==> src/rtl/dcr_pkg.sv <==
`default_nettype none
package dcr_pkg;
  localparam int          N_CHAN        = 14;
  localparam int          CC_W          = 3;
  localparam logic [2:0]  CC_INVALID    = 3'h0;
  localparam logic [31:0] ADDR_PRIO_SET = 32'h4001_0038;
  localparam logic [31:0] ADDR_PRIO_CLR = 32'h4001_003C;
  localparam logic [31:0] ADDR_ERR      = 32'h4001_004C;
  localparam logic [31:0] ADDR_SWAP_SET = 32'h4001_0800;
  localparam logic [31:0] ADDR_SWAP_CLR = 32'h4001_0804;
  localparam logic [31:0] ADDR_ISTA     = 32'h4001_0900;
  localparam logic [31:0] ADDR_IMASK    = 32'h4001_0904;
  localparam logic [31:0] ADDR_EN_SET   = 32'h4001_0908;
  localparam logic [31:0] ADDR_EN_CLR   = 32'h4001_090C;
  localparam logic [13:0] RST_CHAN      = 14'h0000;
  localparam logic [31:0] RST_WORD      = 32'h0000_0000;
  localparam logic [1:0]  RESP_OKAY     = 2'h0;
  localparam logic [1:0]  RESP_SLVERR   = 2'h2;
endpackage
`default_nettype wire

==> src/rtl/dcr_set_clr.sv <==
`timescale 1ns/1ps
`default_nettype none
module dcr_set_clr
  import dcr_pkg::*;
#(
  parameter int         W        = N_CHAN,
  parameter bit         SET_WINS = 1'b1,
  parameter logic [W-1:0] RST    = '0
) (
  // Clock and reset
  input  wire logic         aclk,
  input  wire logic         aresetn,
  // Bit controls
  input  wire logic [W-1:0] set,
  input  wire logic [W-1:0] clr,
  output logic      [W-1:0] q
);
  logic [W-1:0] q_next;

  // A set arriving with its clear survives unless the owner lets clear win
  assign q_next = SET_WINS ? ((q & ~clr) | set) : ((q | set) & ~clr);

  always_ff @(posedge aclk) begin
    if (!aresetn) q <= RST;
    else q <= q_next;
  end
endmodule
`default_nettype wire

==> src/rtl/dcr_axil_slave.sv <==
`timescale 1ns/1ps
`default_nettype none
module dcr_axil_slave
  import dcr_pkg::*;
(
  // Clock and reset
  input  wire logic        aclk,
  input  wire logic        aresetn,
  // AXI4-Lite write
  input  wire logic [31:0] s_axi_awaddr,
  input  wire logic        s_axi_awvalid,
  output logic             s_axi_awready,
  input  wire logic [31:0] s_axi_wdata,
  input  wire logic [3:0]  s_axi_wstrb,
  input  wire logic        s_axi_wvalid,
  output logic             s_axi_wready,
  output logic [1:0]       s_axi_bresp,
  output logic             s_axi_bvalid,
  input  wire logic        s_axi_bready,
  // AXI4-Lite read
  input  wire logic [31:0] s_axi_araddr,
  input  wire logic        s_axi_arvalid,
  output logic             s_axi_arready,
  output logic [31:0]      s_axi_rdata,
  output logic [1:0]       s_axi_rresp,
  output logic             s_axi_rvalid,
  input  wire logic        s_axi_rready,
  // Register side
  output logic             wr_en,
  output logic [31:0]      wr_addr,
  output logic [31:0]      wr_data,
  output logic [3:0]       wr_strb,
  input  wire logic        wr_ok,
  output logic             rd_en,
  output logic [31:0]      rd_addr,
  input  wire logic [31:0] rd_data,
  input  wire logic        rd_ok
);
  logic aw_full_reg;
  logic w_full_reg;
  logic ar_full_reg;
  logic aw_full_next;
  logic w_full_next;
  logic ar_full_next;

  // Address and data are held until both are in, in either order
  assign wr_en        = aw_full_reg && w_full_reg && !s_axi_bvalid;
  assign rd_en        = ar_full_reg && !s_axi_rvalid;
  assign aw_full_next = aw_full_reg ? !wr_en : (s_axi_awvalid && s_axi_awready);
  assign w_full_next  = w_full_reg ? !wr_en : (s_axi_wvalid && s_axi_wready);
  assign ar_full_next = ar_full_reg ? !rd_en : (s_axi_arvalid && s_axi_arready);

  always_ff @(posedge aclk) begin
    if (!aresetn) begin
      aw_full_reg   <= 1'b0;
      w_full_reg    <= 1'b0;
      ar_full_reg   <= 1'b0;
      s_axi_awready <= 1'b1;
      s_axi_wready  <= 1'b1;
      s_axi_arready <= 1'b1;
      wr_addr       <= RST_WORD;
      wr_data       <= RST_WORD;
      wr_strb       <= 4'h0;
      rd_addr       <= RST_WORD;
      s_axi_bvalid  <= 1'b0;
      s_axi_bresp   <= RESP_OKAY;
      s_axi_rvalid  <= 1'b0;
      s_axi_rresp   <= RESP_OKAY;
      s_axi_rdata   <= RST_WORD;
    end else begin
      aw_full_reg   <= aw_full_next;
      w_full_reg    <= w_full_next;
      ar_full_reg   <= ar_full_next;
      s_axi_awready <= !aw_full_next;
      s_axi_wready  <= !w_full_next;
      s_axi_arready <= !ar_full_next;
      if (s_axi_awvalid && s_axi_awready) wr_addr <= s_axi_awaddr;
      if (s_axi_wvalid && s_axi_wready) begin
        wr_data <= s_axi_wdata;
        wr_strb <= s_axi_wstrb;
      end
      if (s_axi_arvalid && s_axi_arready) rd_addr <= s_axi_araddr;
      if (wr_en) begin
        s_axi_bvalid <= 1'b1;
        s_axi_bresp  <= wr_ok ? RESP_OKAY : RESP_SLVERR;
      end else if (s_axi_bready) begin
        s_axi_bvalid <= 1'b0;
      end
      if (rd_en) begin
        s_axi_rvalid <= 1'b1;
        s_axi_rresp  <= rd_ok ? RESP_OKAY : RESP_SLVERR;
        s_axi_rdata  <= rd_data;
      end else if (s_axi_rready) begin
        s_axi_rvalid <= 1'b0;
      end
    end
  end
endmodule
`default_nettype wire

==> src/rtl/dcr_top.sv <==
// Register access over AXI4-Lite was left to the implementer.
`timescale 1ns/1ps
`default_nettype none
module dcr_top
  import dcr_pkg::*;
#(
  parameter int NCH = N_CHAN
) (
  // Clock and reset
  input  wire logic              aclk,
  input  wire logic              aresetn,
  // AXI4-Lite write
  input  wire logic [31:0]       s_axi_awaddr,
  input  wire logic              s_axi_awvalid,
  output logic                   s_axi_awready,
  input  wire logic [31:0]       s_axi_wdata,
  input  wire logic [3:0]        s_axi_wstrb,
  input  wire logic              s_axi_wvalid,
  output logic                   s_axi_wready,
  output logic [1:0]             s_axi_bresp,
  output logic                   s_axi_bvalid,
  input  wire logic              s_axi_bready,
  // AXI4-Lite read
  input  wire logic [31:0]       s_axi_araddr,
  input  wire logic              s_axi_arvalid,
  output logic                   s_axi_arready,
  output logic [31:0]            s_axi_rdata,
  output logic [1:0]             s_axi_rresp,
  output logic                   s_axi_rvalid,
  input  wire logic              s_axi_rready,
  // Channel events from the transfer engine
  input  wire logic [NCH-1:0]    chan_bus_err,
  input  wire logic [NCH-1:0]    desc_fetch,
  input  wire logic [NCH*CC_W-1:0] desc_cycle_ctrl,
  // Channel controls
  output logic      [NCH-1:0]    chan_enable,
  output logic      [NCH-1:0]    chan_high_prio,
  output logic      [NCH-1:0]    chan_swap_en,
  // Interrupt
  output logic                   irq
);
  logic           wr_en;
  logic [31:0]    wr_addr;
  logic [31:0]    wr_data;
  logic [3:0]     wr_strb;
  logic           wr_ok;
  logic           rd_en;
  logic [31:0]    rd_addr;
  logic [31:0]    rd_data;
  logic           rd_ok;
  logic [NCH-1:0] lane_mask;
  logic [NCH-1:0] wr_bits;
  logic [NCH-1:0] wr_zeros;
  logic [NCH-1:0] err_evt;
  logic [NCH-1:0] err_flags;
  logic [NCH-1:0] ista;
  logic [NCH-1:0] imask;
  logic [NCH-1:0] none;
  logic [NCH-1:0] all_ones;
  logic           irq_reg;
  logic           irq_next;

  dcr_axil_slave u_bus (
    .aclk          (aclk),
    .aresetn       (aresetn),
    .s_axi_awaddr  (s_axi_awaddr),
    .s_axi_awvalid (s_axi_awvalid),
    .s_axi_awready (s_axi_awready),
    .s_axi_wdata   (s_axi_wdata),
    .s_axi_wstrb   (s_axi_wstrb),
    .s_axi_wvalid  (s_axi_wvalid),
    .s_axi_wready  (s_axi_wready),
    .s_axi_bresp   (s_axi_bresp),
    .s_axi_bvalid  (s_axi_bvalid),
    .s_axi_bready  (s_axi_bready),
    .s_axi_araddr  (s_axi_araddr),
    .s_axi_arvalid (s_axi_arvalid),
    .s_axi_arready (s_axi_arready),
    .s_axi_rdata   (s_axi_rdata),
    .s_axi_rresp   (s_axi_rresp),
    .s_axi_rvalid  (s_axi_rvalid),
    .s_axi_rready  (s_axi_rready),
    .wr_en         (wr_en),
    .wr_addr       (wr_addr),
    .wr_data       (wr_data),
    .wr_strb       (wr_strb),
    .wr_ok         (wr_ok),
    .rd_en         (rd_en),
    .rd_addr       (rd_addr),
    .rd_data       (rd_data),
    .rd_ok         (rd_ok)
  );

  // Per-channel byte lanes and error events
  genvar c;
  generate
    for (c = 0; c < NCH; c++) begin : g_chan
      assign lane_mask[c] = wr_strb[c/8];
      assign err_evt[c]   = chan_bus_err[c] ||
                            (desc_fetch[c] && desc_cycle_ctrl[c*CC_W +: CC_W] == CC_INVALID);
    end
  endgenerate

  // Upper data bits are never looked at, so writes there vanish
  assign wr_bits  = wr_data[NCH-1:0] & lane_mask;
  assign wr_zeros = ~wr_data[NCH-1:0] & lane_mask;
  assign none     = '0;
  assign all_ones = '1;

  // Write decode
  wire w_prio_set = wr_en && (wr_addr == ADDR_PRIO_SET);
  wire w_prio_clr = wr_en && (wr_addr == ADDR_PRIO_CLR);
  wire w_err      = wr_en && (wr_addr == ADDR_ERR);
  wire w_swap_set = wr_en && (wr_addr == ADDR_SWAP_SET);
  wire w_swap_clr = wr_en && (wr_addr == ADDR_SWAP_CLR);
  wire w_imask    = wr_en && (wr_addr == ADDR_IMASK);
  wire w_en_set   = wr_en && (wr_addr == ADDR_EN_SET);
  wire w_en_clr   = wr_en && (wr_addr == ADDR_EN_CLR);
  wire w_ista     = wr_en && (wr_addr == ADDR_ISTA);
  assign wr_ok = w_prio_set || w_prio_clr || w_err || w_swap_set || w_swap_clr ||
                 w_imask || w_en_set || w_en_clr || w_ista;

  // Read decode; write-only locations read zero rather than erroring
  wire r_ista = rd_en && (rd_addr == ADDR_ISTA);
  wire [NCH-1:0] rd_bits =
    (rd_addr == ADDR_PRIO_SET) ? chan_high_prio :
    (rd_addr == ADDR_ERR)      ? err_flags :
    (rd_addr == ADDR_SWAP_SET) ? chan_swap_en :
    (rd_addr == ADDR_ISTA)     ? ista :
    (rd_addr == ADDR_IMASK)    ? imask :
    (rd_addr == ADDR_EN_SET)   ? chan_enable : none;
  assign rd_data = {{(32-NCH){1'b0}}, rd_bits};
  assign rd_ok = (rd_addr == ADDR_PRIO_SET) || (rd_addr == ADDR_PRIO_CLR) ||
                 (rd_addr == ADDR_ERR) || (rd_addr == ADDR_SWAP_SET) ||
                 (rd_addr == ADDR_SWAP_CLR) || (rd_addr == ADDR_ISTA) ||
                 (rd_addr == ADDR_IMASK) || (rd_addr == ADDR_EN_SET) ||
                 (rd_addr == ADDR_EN_CLR);

  // Priority mask: set and clear live at separate addresses
  dcr_set_clr #(.W(NCH), .SET_WINS(1'b1), .RST(RST_CHAN)) u_prio (
    .aclk    (aclk),
    .aresetn (aresetn),
    .set     (w_prio_set ? wr_bits : none),
    .clr     (w_prio_clr ? wr_bits : none),
    .q       (chan_high_prio)
  );

  // Error flags; a new error beats a simultaneous clear
  dcr_set_clr #(.W(NCH), .SET_WINS(1'b1), .RST(RST_CHAN)) u_err (
    .aclk    (aclk),
    .aresetn (aresetn),
    .set     (err_evt),
    .clr     (w_err ? wr_bits : none),
    .q       (err_flags)
  );

  dcr_set_clr #(.W(NCH), .SET_WINS(1'b1), .RST(RST_CHAN)) u_swap (
    .aclk    (aclk),
    .aresetn (aresetn),
    .set     (w_swap_set ? wr_bits : none),
    .clr     (w_swap_clr ? wr_bits : none),
    .q       (chan_swap_en)
  );

  // Channel enable; the fault disable wins over an enable set in the same cycle
  dcr_set_clr #(.W(NCH), .SET_WINS(1'b0), .RST(RST_CHAN)) u_en (
    .aclk    (aclk),
    .aresetn (aresetn),
    .set     (w_en_set ? wr_bits : none),
    .clr     (err_evt | (w_en_clr ? wr_bits : none)),
    .q       (chan_enable)
  );

  // Interrupt status, cleared by reading it
  dcr_set_clr #(.W(NCH), .SET_WINS(1'b1), .RST(RST_CHAN)) u_ista (
    .aclk    (aclk),
    .aresetn (aresetn),
    .set     (err_evt),
    .clr     (r_ista ? all_ones : none),
    .q       (ista)
  );

  dcr_set_clr #(.W(NCH), .SET_WINS(1'b1), .RST(RST_CHAN)) u_imask (
    .aclk    (aclk),
    .aresetn (aresetn),
    .set     (w_imask ? wr_bits : none),
    .clr     (w_imask ? wr_zeros : none),
    .q       (imask)
  );

  // Registered so the pin is glitch free; lags status by one cycle
  assign irq_next = |(ista & imask);
  always_ff @(posedge aclk) begin
    if (!aresetn) irq_reg <= 1'b0;
    else irq_reg <= irq_next;
  end
  assign irq = irq_reg;
endmodule
`default_nettype wire

==> config.mk <==
export PLATFORM = sky130hd
export DESIGN_NAME = dcr_top
export DESIGN_NICKNAME = d
export VERILOG_FILES = /design/src/rtl/dcr_pkg.sv /design/src/rtl/dcr_set_clr.sv /design/src/rtl/dcr_axil_slave.sv /design/src/rtl/dcr_top.sv
export SDC_FILE = /design/constraint.sdc
export NUM_CORES = 1
export LEC_CHECK = 0
export BUFFER_PORTS_ARGS = -buffer_cell sky130_fd_sc_hd__buf_4
export CORE_MARGIN = 2
export CORE_UTILIZATION = 51
export DETAILED_ROUTE_END_ITERATION = 8
export GPL_TIMING_DRIVEN = 0
export HOLD_SLACK_MARGIN = 0.08
export MAX_ROUTING_LAYER = met4
export PLACE_DENSITY = 0.8
export SLEW_MARGIN = 20
export SYNTH_ARGS = -nofsm -noshare
export SYNTH_HDL_FRONTEND = slang
export SYNTH_SLANG_ARGS = --single-unit
==> constraint.sdc <==
create_clock -name aclk -period 2.35 [get_ports aclk]
set_input_delay 0.235 -clock aclk [delete_from_list [all_inputs] [get_ports aclk]]
set_output_delay 0.235 -clock aclk [all_outputs]
set_load 0.05 [all_outputs]
==> impl_metrics.csv <==
group,metric,value,unit
synth,ys_seq_area_share,44.9,%
placed_design,globalplace.congestion,0.975,
clock_tree,clock_latency,0.44,ns
placed_design,dpl_cell_area,0.0104,mm^2
placed_design,dp_hpwl,20.0,mm
sta,fmax,443,MHz
clock_tree,path_clk_slew,0.07,ns
synth,yosysWarnings,0,
worst_setup_path,cp_common_cell,"buf_6",
route,drc_errors,0,
sta,final_hold_viol_count,0,
worst_setup_path,worst_r2r_endpoint,"u_swap.q[5]",
worst_setup_path,reg2reg_from,"u_bus.wr_addr[23]",
worst_setup_path,cp.arrival,2.62,ns
pwr,vdd_ir_drop_max,0.552,mV
floorplan,chipWidth,132,um
clock_tree,cts_tree,"done",
synth,synthFlopType,"dfxtp_1",
pwr,p_total,7490,uW
clock_tree,h-tree-depth,4,
route,wl_per_cell,17.9,um
grt,grt_usage,31.8,%
route,dr.pass1.iters,6,
pwr,p_leak,0.00482,uW
worst_setup_path,cp-end-kind,"flip-flop",
worst_setup_path,crit_required,2.71,ns
sta,skew,0.0112,ns
worst_setup_path,cp_max_fo,10,
route,drtIter0Drc,972,
pwr,power_density,626,mW/mm^2
grt,grt_max_degree,17,
worst_hold_path,hp-start,"s_axi_awaddr[20]",
clock_tree,root_buffer,"clkbuf_16",
cells_and_area,syn_to_final_growth,42.1,%
sta,slew_viol_final,0,
worst_setup_path,cp_cell_sequence,"nor4b_4, nand4_1, buf_4, or4b_4, buf_6, buf_6, or3_1, a21boi_1",
cells_and_area,finalInstanceArea,0.0120,mm^2
placed_design,placedCellCount,1459,
sta,finalSetupViolations,0,
sta,slew_headroom,55.7,%
cells_and_area,layout.nets,1522,
synth,syn_avg_cell_area,8.38,um^2
status,status,"finished, final reports clean",
floorplan,io-pin-count,261,
worst_setup_path,start_kind,"flip-flop",
route,vias_per_cell,5.63,
grt,grt_pass1_vias,8215,
route,wl,28.2,mm
sta,fin_tns_setup,0,ns
cells_and_area,final_cells,1574,
placed_design,portBuffers,219,
worst_hold_path,holdPathStages,3,
grt,antenna_found_initial,0,
grt,overflow,0,
synth,syn_inst,1005,
sta,worstMarginPinSlew,0.660,ns
synth,async_reset_ff_share,0,%
synth,ys_types,48,
route,ant_nets,0,
floorplan,die_area,0.0176,mm^2
floorplan,floorplan.initialDensity,52.6,%
floorplan,die_y,132,um
run,maxCapViolations,0,
clock_tree,cts_buffers,17,
sta,fin_crit_sh,96.1,%
worst_hold_path,hold_path_class,"in2reg",
worst_setup_path,cp_slowest_cell,"or4b_4",
floorplan,rows,46,
worst_setup_path,critical_path_class,"reg2reg",
cells_and_area,drive_gt1_share,22.8,%
cells_and_area,filler_cell_count,1149,
clock_tree,clkSinkCount,189,
synth,syn_area,0.00842,mm^2
worst_setup_path,cp_slowest_stage_delay,0.48,ns
cells_and_area,top_regs,"u_bus.rd_addr (32), u_bus.wr_addr (32)",
sta,timing.hold.ws,0.0804,ns
worst_setup_path,r2r_cells,8,
worst_hold_path,holdPathEnd,"u_bus.wr_addr[20]",
synth,synth_edf_count,0,
sta,layout_min_cycle_time,2.26,ns
grt,grt_first_pass_wirelength,43.1,mm
route,num_vias,8860,
synth,synth-seq-cells,189,
floorplan,core,0.0160,mm^2
worst_setup_path,rrSetupSlack,0.09,ns
clock_tree,cts_buffer_depth,2,
repair_timing:
action | 4_1_cts | 5_1_grt
buffers inserted | 4 | 3
resized for setup | 6 | 34
hold buffers | 75 | 1
pin swaps | 4 | 7
endpoints found under the setup margin | 31 | 43
hold endpoints to repair | 75 | 1
synth_stat cells (all sizes together) (2+ instances only):
master	instances	area share [%]
a211oi	14	1.2
nand3	4	0.24
a31oi	2	0.15
o21ai	75	4.5
a21oi	14	0.83
or2	2	0.15
nor2b	21	1.6
nor2	37	1.6
clkbuf	62	2.8
o2111ai	6	0.62
nor3	4	0.24
and4	6	0.62
inv	19	0.85
o21a	3	0.27
nand2b	4	0.30
buf	28	2.3
a32oi	8	0.83
nor4b	21	2.3
a22oi	39	3.5
nand4	6	0.45
or3	29	2.2
dfxtp	189	45
nand2	218	9.7
nor4bb	2	0.24
o31ai	8	0.71
nor4	13	1.3
and2	6	0.45
a21boi	137	12
and3	2	0.15
mux2i	14	1.7
critical path, delay by kind of cell (launching register included):
family,cells,cell delay (ns)
AND/OR/NAND/NOR,4,1.21
AO/OA/AOI/OAI,1,0.15
buffers and inverters,3,0.49
flip-flops,1,0.34
kinds of logic after synthesis:
logic type             share of synthesized area [%]
flip-flops                                      44.9
AO/OA/AOI/OAI                                   25.1
AND/OR/NAND/NOR                                 22.3
other                                         0.0445
buffers and inverters                           5.90
multiplexers                                    1.66
where the power goes:
group / internal, uW / total (uW) / switching (uW)
Combinational: 494 / 1070 / 571
Clock: 1680 / 2950 / 1270
Sequential: 3350 / 3480 / 130
Total: 5520 / 7490 / 1970
layout make-up:
cell class / count / area, um^2 / share of cell area, %
tap: 216 / 270 / 2.26
sequential: 189 / 3780 / 31.6
buffer: 90 / 445 / 3.72
inverter: 19 / 71.3 / 0.596
clock buffer: 19 / 433 / 3.62
timing repair buffer: 302 / 2460 / 20.5
clock inverter: 12 / 164 / 1.37
antenna: 1 / 2.50 / 0.0209
multi-input combinational: 726 / 4330 / 36.2
metrics by stage:
step / util (%) / setup WS (ns)
floorplan: - / 0.148
global placement: 65.0 / -0.150
detailed placement: 65.1 / -0.0934
CTS: 73.8 / 0.00756
global route: 74.7 / -0.0369
finish: 74.8 / 0.0926
how the worst max path moves through the flow:
stage	start	end	slack [ns]
detailed placement	u_bus.rd_addr[27]	u_bus.s_axi_rdata[9]	-0.09
global placement	u_bus.rd_addr[5]	u_bus.s_axi_rdata[9]	-0.15
floorplan	u_bus.s_axi_bvalid	u_swap.q[4]	0.15
CTS	u_bus.wr_addr[18]	u_en.q[13]	0.008
global route	u_bus.wr_addr[26]	u_swap.q[4]	-0.04
finish	u_bus.wr_addr[23]	u_swap.q[5]	0.09
layer usage:
layer	GRT usage (%)	routed length, um
met5	-	0
met3	5.29	2710
met2	49.5	13100
met1	42.6	11800
met4	9.50	548
cell usage in the layout (no fill, tap or decap), drive strengths merged, types with 20 or more instances in the layout:
master,instances
clkbuf,80
nor2b,21
conb,20
buf,255
dfxtp,189
nand2,218
a22oi,39
nor2,37
inv,21
or3,29
nor4b,21
a21boi,137
dlygate4sd3,76
o21ai,75
Note: power is estimated with default switching activity, not from simulation.
